<file path="config.mk">
export PLATFORM = sky130hd
export DESIGN_NAME = pmrb_power_monitor_regs
export DESIGN_NICKNAME = d
export VERILOG_FILES = /design/src/pkg/pmrb_pkg.sv /design/src/pkg/pmrb_conv_if.sv /design/src/design/pmrb_conv_seq.sv /design/src/design/pmrb_power_monitor_regs.sv
export VERILOG_INCLUDE_DIRS = /design/src /design/src/pkg
export SDC_FILE = /design/constraint.sdc
export NUM_CORES = 2
export LEC_CHECK = 0
export ABC_CLOCK_PERIOD_IN_PS = 6900
export BUFFER_PORTS_ARGS = -buffer_cell sky130_fd_sc_hd__buf_4
export CAP_MARGIN = 20
export CORE_MARGIN = 1
export CORE_UTILIZATION = 27
export CTS_BUF_LIST = sky130_fd_sc_hd__clkbuf_16
export DETAILED_ROUTE_END_ITERATION = 10
export SLEW_MARGIN = 20
export SYNTH_ARGS = -nofsm -noshare
export SYNTH_HDL_FRONTEND = slang
export SYNTH_SLANG_ARGS = --single-unit
</file>
<file path="constraint.sdc">
create_clock -name CLK_I -period 6.9 [get_ports CLK_I]
set_clock_uncertainty 0.05 [all_clocks]
set_input_delay 0.69 -clock CLK_I [delete_from_list [all_inputs] [get_ports CLK_I]]
set_output_delay 0.69 -clock CLK_I [all_outputs]
set_load 0.01 [all_outputs]
</file>
<file path="src/pkg/pmrb_cfg.svh">
/*
 * Offsets, field positions, reset values and timing figures of the
 * power monitor register bank. Assumes a 100 MHz device clock.
 */
`ifndef PMRB_CFG_SVH
`define PMRB_CFG_SVH
// ***********************************************
// pointer offsets
// ***********************************************
`define PMRB_PTR_CFG   8'h00
`define PMRB_PTR_SHUNT 8'h01
`define PMRB_PTR_BUS   8'h02
`define PMRB_PTR_PWR   8'h03
`define PMRB_PTR_CUR   8'h04
`define PMRB_PTR_CAL   8'h05
`define PMRB_PTR_MASK  8'h06
`define PMRB_PTR_LIM   8'h07
// ***********************************************
// reset values and field positions
// ***********************************************
`define PMRB_CFG_RST      16'h4127
`define PMRB_ZERO_RST     16'h0000
`define PMRB_CFG_SRST_BIT 15
`define PMRB_CFG_KEEP     16'hF000
`define PMRB_AVG_LSB      9
`define PMRB_BUS_CONV_TIME_FIELD_LSB  6
`define PMRB_SHUNT_CONV_TIME_FIELD_LSB   3
`define PMRB_MASK_WR      16'hFC03
`define PMRB_CVRF_BIT     3
`define PMRB_BUS_SIGN_BIT 15
// ***********************************************
// conversion times in microseconds, clock period
// ***********************************************
`define PMRB_CLK_NS 10
`define PMRB_CT0_US 140
`define PMRB_CT1_US 204
`define PMRB_CT2_US 332
`define PMRB_CT3_US 588
`define PMRB_CT4_US 1100
`define PMRB_CT5_US 2116
`define PMRB_CT6_US 4156
`define PMRB_CT7_US 8244
`define PMRB_CUR_SHIFT 11
`define PMRB_PWR_SHIFT 12
`endif

</file>
<file path="src/pkg/pmrb_pkg.sv">
/*
 * Types and shared decode of the power monitor register bank.
 * Assumes pmrb_cfg.svh is on the include path.
 */
`include "pmrb_cfg.svh"
package pmrb_pkg;
	typedef enum logic [1:0] {
		W_IDLE = 2'b00,
		W_PTR  = 2'b01,
		W_MSB  = 2'b10,
		W_LSB  = 2'b11
	} pmrb_wr_state_type;

	typedef enum logic [1:0] {
		S_IDLE  = 2'b00,
		S_SHUNT = 2'b01,
		S_BUS   = 2'b10
	} pmrb_seq_state_type;

	// averaging code to log2 of the sample count (1,4,16..1024)
	function automatic logic [3:0] pmrb_avg_shift(input logic [2:0] code);
		case (code)
			3'h0: pmrb_avg_shift = 4'h0;
			3'h1: pmrb_avg_shift = 4'h2;
			3'h2: pmrb_avg_shift = 4'h4;
			3'h3: pmrb_avg_shift = 4'h6;
			3'h4: pmrb_avg_shift = 4'h7;
			3'h5: pmrb_avg_shift = 4'h8;
			3'h6: pmrb_avg_shift = 4'h9;
			default: pmrb_avg_shift = 4'hA;
		endcase
	endfunction : pmrb_avg_shift
endpackage : pmrb_pkg

</file>
<file path="src/pkg/pmrb_conv_if.sv">
/*
 * Link between the register bank and its conversion sequencer.
 * Assumes both ends run on the same device clock.
 */
`timescale 1ns/1ns
interface pmrb_conv_if;
	logic [2:0] mode;
	logic [2:0] bus_conv_time_field;
	logic [2:0] shunt_conv_time_field;
	logic [2:0] averaging_count_field;
	logic       clr;
	logic       restart;
	logic       hold;
	logic       shunt_take;
	logic       bus_take;
	logic       set_done;
	logic       busy;
	modport bank (output mode, bus_conv_time_field, shunt_conv_time_field, averaging_count_field, clr, restart, hold,
		input shunt_take, bus_take, set_done, busy);
	modport seq (input mode, bus_conv_time_field, shunt_conv_time_field, averaging_count_field, clr, restart, hold,
		output shunt_take, bus_take, set_done, busy);
endinterface : pmrb_conv_if

</file>
<file path="src/design/pmrb_conv_seq.sv">
/*
 * Conversion sequencer: paces shunt and bus conversions and averaging.
 * Assumes restart is a one-cycle pulse and the bank owns the results.
 */
`timescale 1ns/1ns
module pmrb_conv_seq
	import pmrb_pkg::*;
#(
	parameter int unsigned CT_CYC [8] = '{8{32'd14000}}
) (
	input  wire logic CLK_I,
	input  wire logic RST_N_I,
	pmrb_conv_if.seq  cv
);
	pmrb_seq_state_type st_r;
	logic [19:0]        tmr_r;
	logic [10:0]        nsmp_r;
	logic               done_r;
	logic [19:0]        lim;
	logic               tick;
	logic               last_smp;

	// conversion length of the phase in progress, longest is 824400
	assign lim = (st_r == S_BUS) ? 20'(CT_CYC[cv.bus_conv_time_field] - 1)
		: 20'(CT_CYC[cv.shunt_conv_time_field] - 1);
	assign tick = (st_r != S_IDLE) && !cv.hold && (tmr_r == lim);
	assign last_smp = ((nsmp_r + 11'h001) >> pmrb_avg_shift(cv.averaging_count_field)) != 11'h000;
	assign cv.shunt_take = tick && (st_r == S_SHUNT);
	assign cv.bus_take = tick && (st_r == S_BUS);
	assign cv.set_done = done_r;
	assign cv.busy = (st_r != S_IDLE);

	// phase machine; power-down codes never leave idle
	always_ff @(posedge CLK_I) begin
		if (!RST_N_I || cv.clr) begin
			st_r <= S_IDLE;
			tmr_r <= 20'h00000;
			nsmp_r <= 11'h000;
			done_r <= 1'b0;
		end else begin
			done_r <= 1'b0;
			if (cv.restart) begin
				tmr_r <= 20'h00000;
				nsmp_r <= 11'h000;
				case (cv.mode[1:0])
					2'b00: st_r <= S_IDLE;
					2'b10: st_r <= S_BUS;
					default: st_r <= S_SHUNT;
				endcase
			end else if (cv.hold || st_r == S_IDLE) begin
				tmr_r <= tmr_r; // a config write freezes the timer
			end else if (!tick) begin
				tmr_r <= tmr_r + 20'h00001;
			end else begin
				tmr_r <= 20'h00000;
				if (st_r == S_SHUNT && cv.mode[1]) begin
					st_r <= S_BUS;
				end else if (!last_smp) begin
					nsmp_r <= nsmp_r + 11'h001;
					st_r <= cv.mode[0] ? S_SHUNT : S_BUS;
				end else begin
					nsmp_r <= 11'h000;
					done_r <= 1'b1;
					// triggered modes run one set, continuous ones repeat
					if (cv.mode[2]) begin
						st_r <= cv.mode[0] ? S_SHUNT : S_BUS;
					end else begin
						st_r <= S_IDLE;
					end
				end
			end
		end
	end

	// ***********************************************
	// checks
	// ***********************************************
	property p_hold_freeze;
		@(posedge CLK_I) disable iff (!RST_N_I)
		cv.hold && !cv.restart && !cv.clr |=> $stable(tmr_r) && !cv.shunt_take;
	endproperty
	a_hold_freeze: assert property (p_hold_freeze)
		else $error("conversion advanced during config write");

	property p_pdown_idle;
		@(posedge CLK_I) disable iff (!RST_N_I)
		cv.restart && !cv.clr && cv.mode[1:0] == 2'b00 |=> st_r == S_IDLE;
	endproperty
	a_pdown_idle: assert property (p_pdown_idle)
		else $error("power-down mode started a conversion");

	c_set_done: cover property (@(posedge CLK_I) disable iff (!RST_N_I) cv.set_done);
endmodule : pmrb_conv_seq

</file>
<file path="src/design/pmrb_power_monitor_regs.sv">
/*
 * Register bank of a current, voltage and power monitor, reached as
 * bytes from a two-wire serial slave engine (engine not included).
 * Assumes the engine and the ADC front end run on CLK_I.
 */
`timescale 1ns/1ns
module pmrb_power_monitor_regs
	import pmrb_pkg::*;
#(
	parameter int unsigned CT_CYC [8] = '{
		`PMRB_CT0_US * 1000 / `PMRB_CLK_NS, `PMRB_CT1_US * 1000 / `PMRB_CLK_NS,
		`PMRB_CT2_US * 1000 / `PMRB_CLK_NS, `PMRB_CT3_US * 1000 / `PMRB_CLK_NS,
		`PMRB_CT4_US * 1000 / `PMRB_CLK_NS, `PMRB_CT5_US * 1000 / `PMRB_CLK_NS,
		`PMRB_CT6_US * 1000 / `PMRB_CLK_NS, `PMRB_CT7_US * 1000 / `PMRB_CLK_NS},
	parameter int unsigned CUR_SHIFT = `PMRB_CUR_SHIFT,
	parameter int unsigned PWR_SHIFT = `PMRB_PWR_SHIFT
) (
	input  wire logic        CLK_I,
	input  wire logic        RST_N_I,
	input  wire logic        WR_START_I,
	input  wire logic        WR_BYTE_VLD_I,
	input  wire logic [7:0]  WR_BYTE_I,
	input  wire logic        RD_BYTE_REQ_I,
	output logic      [7:0]  RD_BYTE_O,
	input  wire logic        FRAME_END_I,
	input  wire logic [15:0] SHUNT_ADC_I,
	input  wire logic [15:0] BUS_ADC_I,
	output logic             CONV_BUSY_O,
	output logic             CONV_READY_O
);
	pmrb_conv_if cv ();

	pmrb_wr_state_type wst_r;
	logic [7:0]         ptr_r;
	logic [7:0]         msb_r;
	logic [15:0]        cfg_r;
	logic [15:0]        shunt_r;
	logic [15:0]        bus_r;
	logic [15:0]        pwr_r;
	logic [15:0]        cur_r;
	logic [15:0]        cal_r;
	logic [15:0]        mask_r;
	logic [15:0]        lim_r;
	logic [25:0]        acc_sh_r;
	logic [25:0]        acc_bus_r;
	logic               calc_r;
	logic               start_r;
	logic               rd_ph_r;
	logic [7:0]         rd_lsb_r;
	logic               commit;
	logic [15:0]        wdata;
	logic               soft_rst;
	logic               bank_rst;
	logic [15:0]        reg_rd;
	logic [31:0]        cur_full;
	logic [31:0]        pwr_full;
	logic [3:0]         ash;

	// ***********************************************
	// byte assembly from the serial engine
	// ***********************************************
	assign commit = WR_BYTE_VLD_I && (wst_r == W_LSB);
	assign wdata = {msb_r, WR_BYTE_I};
	assign soft_rst = commit && ptr_r == `PMRB_PTR_CFG && wdata[`PMRB_CFG_SRST_BIT];
	assign bank_rst = !RST_N_I || soft_rst;

	// write frame: address ack, pointer byte, then MSB/LSB pairs
	always_ff @(posedge CLK_I) begin
		if (bank_rst) begin
			wst_r <= W_IDLE;
		end else if (WR_START_I) begin
			wst_r <= W_PTR;
		end else if (FRAME_END_I) begin
			wst_r <= W_IDLE;
		end else if (WR_BYTE_VLD_I) begin
			case (wst_r)
				W_PTR: wst_r <= W_MSB;
				W_MSB: wst_r <= W_LSB;
				W_LSB: wst_r <= W_MSB;
				default: wst_r <= W_IDLE;
			endcase
		end
	end

	// pointer changes only on the pointer byte, never on a read
	always_ff @(posedge CLK_I) begin
		if (bank_rst) begin
			ptr_r <= `PMRB_PTR_CFG;
		end else if (WR_BYTE_VLD_I && wst_r == W_PTR && !WR_START_I) begin
			ptr_r <= WR_BYTE_I;
		end
	end

	// high byte is parked until its partner arrives
	always_ff @(posedge CLK_I) begin
		if (!RST_N_I) begin
			msb_r <= 8'h00;
		end else if (WR_BYTE_VLD_I && wst_r == W_MSB) begin
			msb_r <= WR_BYTE_I;
		end
	end

	// ***********************************************
	// writable registers
	// ***********************************************
	// reserved bits keep their reset value; bit 15 is never stored
	always_ff @(posedge CLK_I) begin
		if (bank_rst) begin
			cfg_r <= `PMRB_CFG_RST;
		end else if (commit && ptr_r == `PMRB_PTR_CFG) begin
			cfg_r <= (wdata & ~`PMRB_CFG_KEEP) | (cfg_r & `PMRB_CFG_KEEP);
		end
	end

	always_ff @(posedge CLK_I) begin
		if (bank_rst) begin
			cal_r <= `PMRB_ZERO_RST;
			lim_r <= `PMRB_ZERO_RST;
		end else if (commit && ptr_r == `PMRB_PTR_CAL) begin
			cal_r <= wdata;
		end else if (commit && ptr_r == `PMRB_PTR_LIM) begin
			lim_r <= wdata;
		end
	end

	// ready flag: set by a finished result, cleared by reading this
	// register; a set in the same cycle wins so no result is missed
	always_ff @(posedge CLK_I) begin
		if (bank_rst) begin
			mask_r <= `PMRB_ZERO_RST;
		end else begin
			if (commit && ptr_r == `PMRB_PTR_MASK) begin
				mask_r <= (wdata & `PMRB_MASK_WR) | (mask_r & ~`PMRB_MASK_WR);
			end
			if (calc_r) begin
				mask_r[`PMRB_CVRF_BIT] <= 1'b1;
			end else if (RD_BYTE_REQ_I && !rd_ph_r && ptr_r == `PMRB_PTR_MASK) begin
				mask_r[`PMRB_CVRF_BIT] <= 1'b0;
			end
		end
	end

	// ***********************************************
	// conversion control
	// ***********************************************
	// restart after reset and after every completed config write
	always_ff @(posedge CLK_I) begin
		if (bank_rst) begin
			start_r <= 1'b1;
		end else begin
			start_r <= commit && ptr_r == `PMRB_PTR_CFG;
		end
	end

	assign cv.mode = cfg_r[2:0];
	assign cv.bus_conv_time_field = cfg_r[`PMRB_BUS_CONV_TIME_FIELD_LSB +: 3];
	assign cv.shunt_conv_time_field = cfg_r[`PMRB_SHUNT_CONV_TIME_FIELD_LSB +: 3];
	assign cv.averaging_count_field = cfg_r[`PMRB_AVG_LSB +: 3];
	assign cv.clr = soft_rst;
	assign cv.restart = start_r;
	assign cv.hold = (wst_r == W_LSB) && ptr_r == `PMRB_PTR_CFG;
	assign CONV_BUSY_O = cv.busy;
	assign CONV_READY_O = mask_r[`PMRB_CVRF_BIT];

	pmrb_conv_seq #(
		.CT_CYC (CT_CYC)
	) u_seq (
		.CLK_I   (CLK_I),
		.RST_N_I (RST_N_I),
		.cv      (cv)
	);

	// ***********************************************
	// averaging and results
	// ***********************************************
	assign ash = pmrb_avg_shift(cfg_r[`PMRB_AVG_LSB +: 3]);

	// signed shunt sum, unsigned bus sum; counts are powers of two so the mean is a shift
	always_ff @(posedge CLK_I) begin
		if (bank_rst || start_r || cv.set_done) begin
			acc_sh_r <= 26'h0000000;
			acc_bus_r <= 26'h0000000;
		end else begin
			if (cv.shunt_take) begin
				acc_sh_r <= acc_sh_r + 26'({{10{SHUNT_ADC_I[15]}}, SHUNT_ADC_I});
			end
			if (cv.bus_take) begin
				acc_bus_r <= acc_bus_r + 26'({10'h000, BUS_ADC_I});
			end
		end
	end

	// results only change at set end; writes to them are acked, dropped
	always_ff @(posedge CLK_I) begin
		if (bank_rst) begin
			shunt_r <= `PMRB_ZERO_RST;
			bus_r <= `PMRB_ZERO_RST;
		end else if (cv.set_done) begin
			if (cfg_r[0]) begin
				shunt_r <= 16'($signed(acc_sh_r) >>> ash);
			end
			if (cfg_r[1]) begin
				bus_r <= 16'(acc_bus_r >> ash) & ~(16'h0001 << `PMRB_BUS_SIGN_BIT);
			end
		end
	end

	always_ff @(posedge CLK_I) begin
		if (bank_rst) begin
			calc_r <= 1'b0;
		end else begin
			calc_r <= cv.set_done;
		end
	end

	assign cur_full = 32'($signed(shunt_r) * $signed({1'b0, cal_r}));
	assign pwr_full = 32'($signed(cur_r) * $signed({1'b0, bus_r}));

	// derived values; a zero calibration pins both at zero
	always_ff @(posedge CLK_I) begin
		if (bank_rst) begin
			cur_r <= `PMRB_ZERO_RST;
			pwr_r <= `PMRB_ZERO_RST;
		end else if (cal_r == `PMRB_ZERO_RST) begin
			cur_r <= `PMRB_ZERO_RST;
			pwr_r <= `PMRB_ZERO_RST;
		end else if (calc_r) begin
			cur_r <= 16'($signed(cur_full) >>> CUR_SHIFT);
			pwr_r <= 16'($signed(pwr_full) >>> PWR_SHIFT);
		end
	end

	// ***********************************************
	// read path
	// ***********************************************
	// pointer decode; an unmapped pointer reads zero
	always_comb begin
		if (ptr_r == `PMRB_PTR_CFG) begin
			reg_rd = cfg_r;
		end else if (ptr_r == `PMRB_PTR_SHUNT) begin
			reg_rd = shunt_r;
		end else if (ptr_r == `PMRB_PTR_BUS) begin
			reg_rd = bus_r;
		end else if (ptr_r == `PMRB_PTR_PWR) begin
			reg_rd = pwr_r;
		end else if (ptr_r == `PMRB_PTR_CUR) begin
			reg_rd = cur_r;
		end else if (ptr_r == `PMRB_PTR_CAL) begin
			reg_rd = cal_r;
		end else if (ptr_r == `PMRB_PTR_MASK) begin
			reg_rd = mask_r;
		end else if (ptr_r == `PMRB_PTR_LIM) begin
			reg_rd = lim_r;
		end else begin
			reg_rd = `PMRB_ZERO_RST;
		end
	end

	// low byte is snapshot with the high one so a pair never tears
	always_ff @(posedge CLK_I) begin
		if (bank_rst) begin
			rd_ph_r <= 1'b0;
			rd_lsb_r <= 8'h00;
			RD_BYTE_O <= 8'h00;
		end else if (WR_START_I || FRAME_END_I) begin
			rd_ph_r <= 1'b0;
		end else if (RD_BYTE_REQ_I) begin
			rd_ph_r <= !rd_ph_r;
			if (!rd_ph_r) begin
				RD_BYTE_O <= reg_rd[15:8];
				rd_lsb_r <= reg_rd[7:0];
			end else begin
				RD_BYTE_O <= rd_lsb_r;
			end
		end
	end

	// ***********************************************
	// checks
	// ***********************************************
	property p_por_cfg;
		@(posedge CLK_I) !RST_N_I |=> cfg_r == 16'h4127 && ptr_r == 8'h00;
	endproperty
	a_por_cfg: assert property (p_por_cfg)
		else $error("config not at power-on value");

	property p_cal_zero;
		@(posedge CLK_I) disable iff (!RST_N_I)
		cal_r == 16'h0000 ##1 cal_r == 16'h0000 |-> cur_r == 16'h0000 && pwr_r == 16'h0000;
	endproperty
	a_cal_zero: assert property (p_cal_zero)
		else $error("nonzero current or power with zero calibration");

	property p_cfg_read;
		@(posedge CLK_I) disable iff (!RST_N_I)
		RD_BYTE_REQ_I && !WR_BYTE_VLD_I && ptr_r == 8'h00 |=> $stable(cfg_r) && !start_r;
	endproperty
	a_cfg_read: assert property (p_cfg_read)
		else $error("config read disturbed settings");

	property p_cfg_restart;
		@(posedge CLK_I) disable iff (!RST_N_I)
		commit && ptr_r == 8'h00 && !WR_BYTE_I[7] && !msb_r[7] |=> start_r;
	endproperty
	a_cfg_restart: assert property (p_cfg_restart)
		else $error("config write did not restart conversion");

	property p_soft_rst;
		@(posedge CLK_I) disable iff (!RST_N_I)
		soft_rst |=> cfg_r == 16'h4127 && cal_r == 16'h0000 && lim_r == 16'h0000
			&& !cfg_r[15];
	endproperty
	a_soft_rst: assert property (p_soft_rst)
		else $error("soft reset left a register changed");

	property p_ptr_load;
		@(posedge CLK_I) disable iff (!RST_N_I)
		WR_BYTE_VLD_I && wst_r == W_PTR && !WR_START_I |=> ptr_r == $past(WR_BYTE_I);
	endproperty
	a_ptr_load: assert property (p_ptr_load)
		else $error("pointer byte not loaded");

	property p_ptr_keep;
		@(posedge CLK_I) disable iff (!RST_N_I)
		RD_BYTE_REQ_I && !WR_BYTE_VLD_I |=> $stable(ptr_r);
	endproperty
	a_ptr_keep: assert property (p_ptr_keep)
		else $error("pointer moved on a read");

	property p_msb_first;
		@(posedge CLK_I) disable iff (!RST_N_I)
		RD_BYTE_REQ_I && !rd_ph_r && !WR_START_I && !FRAME_END_I && ptr_r == 8'h05
		|=> RD_BYTE_O == $past(cal_r[15:8])
			and (RD_BYTE_REQ_I && !WR_START_I && !FRAME_END_I
			|=> RD_BYTE_O == $past(cal_r[7:0], 2));
	endproperty
	a_msb_first: assert property (p_msb_first)
		else $error("register bytes out of order");

	property p_ro_write;
		@(posedge CLK_I) disable iff (!RST_N_I)
		commit && ptr_r == 8'h03 && !calc_r && cal_r != 16'h0000 |=> $stable(pwr_r);
	endproperty
	a_ro_write: assert property (p_ro_write)
		else $error("write changed a result register");

	c_cfg_write: cover property (@(posedge CLK_I) disable iff (!RST_N_I)
		commit && ptr_r == 8'h00);
	c_soft_rst: cover property (@(posedge CLK_I) disable iff (!RST_N_I) soft_rst);
	c_ready_clr: cover property (@(posedge CLK_I) disable iff (!RST_N_I)
		CONV_READY_O ##1 !CONV_READY_O);
endmodule : pmrb_power_monitor_regs

</file>
Word level (Yosys, flattened, before mapping). Memory sizes are Yosys's and may differ from the RTL's. Index checks and enable logic that the tools add are counted.

Memories: 2. Input port bits: 46. Bits in writable memories: 0. Output and inout bits: 10. Latch bits: 0. Word-level logic and storage cells: 152. Memory bits (read-only): 512. Register bits: 250.

Multipliers: 2. Reduce and logical (&&, ||, !) cells: 49. Shift operators: 3. Mux-type cells: 33. Equal/unequal tests: 21. Bitwise gates (word level): 10. Order comparisons: 2. $add $sub $neg: 6. Div/mod/pow operators: 0.

Memory list: (no name shown) (words 8, bits a word 32, rd ports 1, clocked after memory_dff 0, write ports 0, RTL line pmrb_conv_seq.sv:25) `: 20'(CT_CYC[cv.shunt_conv_time_field] - 1);`; (no name shown) (words 8, bits a word 32, rd ports 1, clocked after memory_dff 0, write ports 0, RTL line pmrb_conv_seq.sv:24) `assign lim = (st_r == S_BUS) ? 20'(CT_CYC[cv.bus_conv_time_field] - 1)`.

Operators with widths (number): 16-bit two-way mux (8); 20-bit two-way mux (6); 20-bit by 1-bit subtractor with 20-bit output, second input constant (2); 8-bit by 3-bit equality test with 1-bit output, second input constant (4); 16-bit by 16-bit multiplier with 28-bit output (1); 4-bit case mux with 7 select lines (1); 16-bit by 17-bit multiplier with 27-bit output (1); 26-bit by 16-bit adder with 26-bit output (1); 26-bit adder (1); 26-bit by 4-bit >> shifter with 15-bit output (1); 26-bit by 4-bit >>> shifter with 16-bit output (1); 20-bit by 1-bit adder with 20-bit output, second input constant (1); 20-bit equality test (1); 1-bit logical AND (17); 8-bit by 2-bit equality test with 1-bit output, second input constant (2); 16-bit zero test (1); 12-bit by 16-bit bitwise OR with 16-bit output (1); 16-bit by 10-bit bitwise OR with 16-bit output (1); 2-bit two-way mux (7); 11-bit by 1-bit adder with 11-bit output, second input constant (1); 11-bit two-way mux (1); 11-bit nonzero test (1); 11-bit by 4-bit >> shifter with 11-bit output (1); 2-bit AND reduction (5); 25 further kinds (59).

Depth between registers and ports, before layout.
Depth after elaboration: 11. Mapped depth: 25. Mapped depth without buffers: 24.

By module. Synthesis repeated with hierarchy kept, for this count alone.

Cells, all modules: 3632. Area total of the unflattened synthesis: 30201.5 um^2.

Modules (own cells, without submodules): pmrb_power_monitor_regs (cells each 3323, area an instance 27629.0 um^2, seq. area each 4083.9 um^2, instances 1); pmrb_conv_seq (cells each 309, area an instance 2572.5 um^2, seq. area each 680.7 um^2, instances 1).

Least setup slack after synthesis. Ideal clock, no wire load.

Kind: reg-to-reg. Start: register shunt_r[7]. End: register cur_r[15]. Cell stages (with the launch flop): 24. Required time: 6.776 ns. Buffers on the path: 2. Clock period less this slack: 6.133 ns. Library setup time: 0.074 ns. Arrival: 6.008 ns. Slack: 0.767 ns. Path through: dfxtp_1 -> clkbuf_1 -> clkbuf_1 -> nand2_1 -> fa_1 -> inv_1 -> fa_1 -> inv_1 -> fa_1 -> inv_1 -> fa_1 -> fa_1 -> inv_1 -> fa_1 -> inv_1 -> ha_1 -> o21ai_0 -> o2bb2ai_1 -> o31a_1 -> o21ai_1 -> a21oi_1 -> a211o_1 -> or3_1 -> a31oi_1.

Longest elaborated chain between the ends: 1.

RTL lines: start, declared (RTL line pmrb_power_monitor_regs.sv:37) `logic [15:0] shunt_r;`; start signal, assigned (RTL line pmrb_power_monitor_regs.sv:196) `` shunt_r <= `PMRB_ZERO_RST; ``; start signal, assigned (RTL line pmrb_power_monitor_regs.sv:200) `shunt_r <= 16'($signed(acc_sh_r) >>> ash);`; 16-bit by 17-bit multiplier with 27-bit output (RTL line pmrb_power_monitor_regs.sv:216) `assign cur_full = 32'($signed(shunt_r) * $signed({1'b0, cal_r}));`; end signal, assigned (RTL line pmrb_power_monitor_regs.sv:222) `` cur_r <= `PMRB_ZERO_RST; ``; end signal, assigned (RTL line pmrb_power_monitor_regs.sv:225) `` cur_r <= `PMRB_ZERO_RST; ``; end signal, assigned (RTL line pmrb_power_monitor_regs.sv:228) `cur_r <= 16'($signed(cur_full) >>> CUR_SHIFT);`; end, declared (RTL line pmrb_power_monitor_regs.sv:40) `logic [15:0] cur_r;`.

No other way between the ends. A chain may end at the register's enable or synchronous reset.

Final worst setup path.
Start: register bus_r[5]. End: register pwr_r[15].

Longest elaborated chain between the ends: 1.

RTL lines: start, declared (RTL line pmrb_power_monitor_regs.sv:38) `logic [15:0] bus_r;`; start signal, assigned (RTL line pmrb_power_monitor_regs.sv:197) `` bus_r <= `PMRB_ZERO_RST; ``; start signal, assigned (RTL line pmrb_power_monitor_regs.sv:203) `` bus_r <= 16'(acc_bus_r >> ash) & ~(16'h0001 << `PMRB_BUS_SIGN_BIT); ``; 16-bit by 16-bit multiplier with 28-bit output (RTL line pmrb_power_monitor_regs.sv:217) `assign pwr_full = 32'($signed(cur_r) * $signed({1'b0, bus_r}));`; end signal, assigned (RTL line pmrb_power_monitor_regs.sv:223) `` pwr_r <= `PMRB_ZERO_RST; ``; end signal, assigned (RTL line pmrb_power_monitor_regs.sv:226) `` pwr_r <= `PMRB_ZERO_RST; ``; end signal, assigned (RTL line pmrb_power_monitor_regs.sv:229) `pwr_r <= 16'($signed(pwr_full) >>> PWR_SHIFT);`; end, declared (RTL line pmrb_power_monitor_regs.sv:39) `logic [15:0] pwr_r;`.

No other way between the ends.

==> results by group <==
CTS
  – Hold_buf cts: 0
  – Clock Root Buffer: clkbuf_16
  – Clock sinks: 238
  – Clk_lat worst skew: roughly 0.6 ns
  – TritonCTS buffer count: 29
  – CTS max path bufs: 3
  – Clock transition at the registers of the reported paths: approximately 0.060 ns
  – H-tree depth: 1
  – CTS tree: done

Setup path
  – CP endpoint kind: register
  – CP Max Fanout: 18
  – Req. time, crit path: 7.36 ns
  – Critical path class: reg -> reg
  – CP Data Arrival Time: between 6 and 7 ns
  – Max incr delay on CP: between 0.7 and 0.8 ns
  – Worst-path cell chain: and2_1, inv_1, fa_1, inv_1, fa_1, fa_1, fa_1, fa_1, inv_1, fa_1, inv_1, ha_1, and2_1, a221o_1, a31oi_1, o21ai_0, a21oi_1, xnor2_1, a211oi_1
  – Slowest cell on crit path: dfxtp_1
  – Most frequent CP cell: fa_1
  – CP Launch Type: register

Synthesis
  – Synth Area in Compound Gates: between 10% and 20%
  – Post-synth EDFFs: 0
  – Synth Area in XOR/XNOR: roughly 3.7%
  – Syn Area/Cell: roughly 8.3 um^2
  – Yosys reg bits: 238
  – Cells after synthesis: 3594
  – Largest family of logic cells by synthesized area: adder cells
  – Post-Syn Nets: between 4000 and 5000
  – Post-synthesis mux area share: ~4.5%
  – Simple-Gate Fraction of Synth Area: approximately a fifth
  – Post-synthesis sequential area ratio: between 10% and 20%
  – Adder-cell area share of the yosys netlist: 35.9%
  – Ys flop type: dfxtp_1
  – Synth unique cells: slightly below 80
  – Mapped Area: 30000 um^2
  – Syn. warnings: 0
  – Async SR Flop Fraction: 0%

Routing
  – Drt first pass iters: 5
  – WL met1: 38000 um
  – DR WL met2: between 30000 and 40000 um
  – Via density: around 4.8
  – Met3 WL: between 5000 and 6000 um
  – Routed WL: between 80000 and 90000 um
  – Routed Antenna Nets: 0
  – Initial DRC Count: between 1500 and 2000
  – Max Used Layer: met5
  – DRC Markers: 0
  – Via count: 24372
  – Wirelength per Cell: approximately 17 um

Timing
  – Setup-failing EPs final: 0
  – Setup tns final: 0 ns
  – Fin crit period: between 6 and 7 ns
  – Fin crit share: 94.4%
  – Hold_ws: about 0.25 ns
  – Rel. slew slack: between 20% and 30%
  – Final worst setup slack: ~0.38 ns
  – Fmax: 153 MHz
  – Fin. Hold Viols: 0
  – RSZ-0062 raised after global routing: false
  – Worst Tran Pin Value: ~1.2 ns
  – Slew Viols, Final: 0

Floorplanning
  – CORE AREA: around 110000 um^2
  – Full die area: 112000 um^2
  – I/O Pins: between 50 and 60
  – Initial Util: between 20% and 30%
  – Die width: ~340 um
  – Die Ht: between 300 and 400 um
  – # rows: around 120

Status
  – Status: finished clean

Global route
  – Largest net degree at the start of global routing: 96
  – First-pass GRT wire length: roughly 140000 um
  – Tot GR Track Use: between 10% and 20%
  – Vias in the first global route: 24073
  – Total gr overflow: 0
  – Antenna violations before repair: 3

Finish
  – Final Cell Area: approximately 33000 um^2
  – Layout cell share with drive strength beyond 1: around 6.0%
  – Diode count: 0
  – Post-Layout Cell Count: ~5100
  – Most frequent cells in the layout: 516 x nand2_1, 513 x inv_1, 404 x fa_1
  – Area Overhead vs Synth: 9.99%
  – Most common cell after layout, fill and taps aside: nand2_1
  – Post-layout util: 30.1%
  – Fin nets: about 4200

Power and ir drop
  – Total power: around 3.0 mW
  – Combinational power share: approximately 5%
  – Switching pwr: 0.745 mW
  – Seq pwr share: 46.6%
  – Power Density: 90.3 nW/um^2
  – Switching Fraction: about a quarter
  – Maximum VDD drop: between 0.15 and 0.2 mV
  – LEAKAGE: 14.5 nW
  – Clk pwr share: 48.5%
  – Cell Int Power: around 2.2 mW

Job
  – Max-cap violation count: 0

Placement
  – I/O Buffers: 55
  – HPWL after DPL: approximately 67000 um
  – RD Place Congestion: ~0.9
  – Post-DP Area: 32100 um^2
  – DP Worst Slack: around 0.27 ns
  – Placed Instances: approximately 5000

Hold path
  – Worst min path class: in -> reg
-- critical path: cells and delay by family (launching register included) --
kind	cells	cell delay, ns
buffers and inverters	4	0.24
and+or+nand+nor	2	0.47
adders and majority gates	7	3.56
xor gates and xnor gates	1	0.08
AOI/OAI and AO/OA	5	1.22
DFF	1	0.79
-- registers in the layout (all words and copies together) (netlist names) --
| name | flops |
|---|---|
| mask_r | 9 |
| RD_BYTE_O | 8 |
| rd_lsb_r | 8 |
| pwr_r | 16 |
| cur_r | 16 |
| ptr_r | 8 |
| u_seq.cv.set_done | 1 |
| shunt_r | 16 |
| lim_r | 16 |
| cal_r | 16 |
| u_seq.st_r | 2 |
| acc_bus_r | 25 |
| wst_r | 2 |
| bus_r | 15 |
| rd_ph_r | 1 |
| cfg_r | 12 |
| acc_sh_r | 26 |
| msb_r | 8 |
| u_seq.nsmp_r | 11 |
| cv.restart | 1 |
| u_seq.tmr_r | 20 |
| calc_r | 1 |
-- final timing paths --
path                    end   startpoint  depth (start not counted)  slack [ns]
setup / recovery  pwr_r[15]     bus_r[5]                         19        0.38
hold / removal     wst_r[1]  FRAME_END_I                          2        0.25
setup reg to reg  pwr_r[15]     bus_r[5]                         19        0.38
hold reg to reg    ptr_r[7]     ptr_r[7]                          2        0.40
-- cell type report --
type | count | area (um^2)
Fill cell | 11629 | 76500
Multi-Input combinational cell | 2648 | 22600
Sequential cell | 238 | 4770
Inverter | 505 | 1900
Tap cell | 1476 | 1850
Timing Repair Buffer | 139 | 1040
Clock buffer | 29 | 726
Clock inverter | 23 | 153
-- logic make-up (layout without fill, tap and decap cells) --
group | count (synthesis) | in the layout
mux | 127 | 127
compound gates | 555 | 555
fa+ha+maj | 620 | 620
simple gates | 1220 | 1220
buf+inv | 708 | 696
xor+xnor | 126 | 126
flops | 238 | 238
-- routing by layer --
| metal | global-route usage, % | vias up |
|---|---|---|
| li1 | - | 11538 |
| met1 | 20.5 | 12008 |
| met2 | 24.7 | 702 |
| met3 | 2.23 | 118 |
| met4 | 4.03 | 6 |
| met5 | 0 | - |
-- timing repair --
action / in CTS / in global routing
setup endpoints to repair: 0 / 1
hold endpoints to repair: 0 / 0
setup buffers: 0 / 0
gates resized for setup: 0 / 3
-- power by group through the flow --
stage | logic (mW) | clock network, mW | registers (mW)
after floorplan | 0.0855 | 0 | 1.42
after global placement | 0.144 | 0 | 1.42
after detailed placement | 0.144 | 0 | 1.42
after CTS | 0.145 | 1.47 | 1.39
after global routing | 0.158 | 1.52 | 1.39
final | 0.146 | 1.44 | 1.39
-- cells in the mapped netlist (all sizes together), types with 42 or more instances --
cell / instances / area share (%)
inv: 505 / 6.3
nor2: 221 / 2.8
xnor2: 86 / 2.5
mux2i: 112 / 3.7
clkbuf: 161 / 2.0
o21ai: 92 / 1.5
and2: 230 / 4.8
dfxtp: 238 / 16
nand2: 517 / 6.5
nand3: 53 / 0.90
fa: 404 / 27
ha: 213 / 8.9
buf: 42 / 0.67
a21oi: 199 / 3.3
Note: power is estimated with default switching activity, not from simulation.
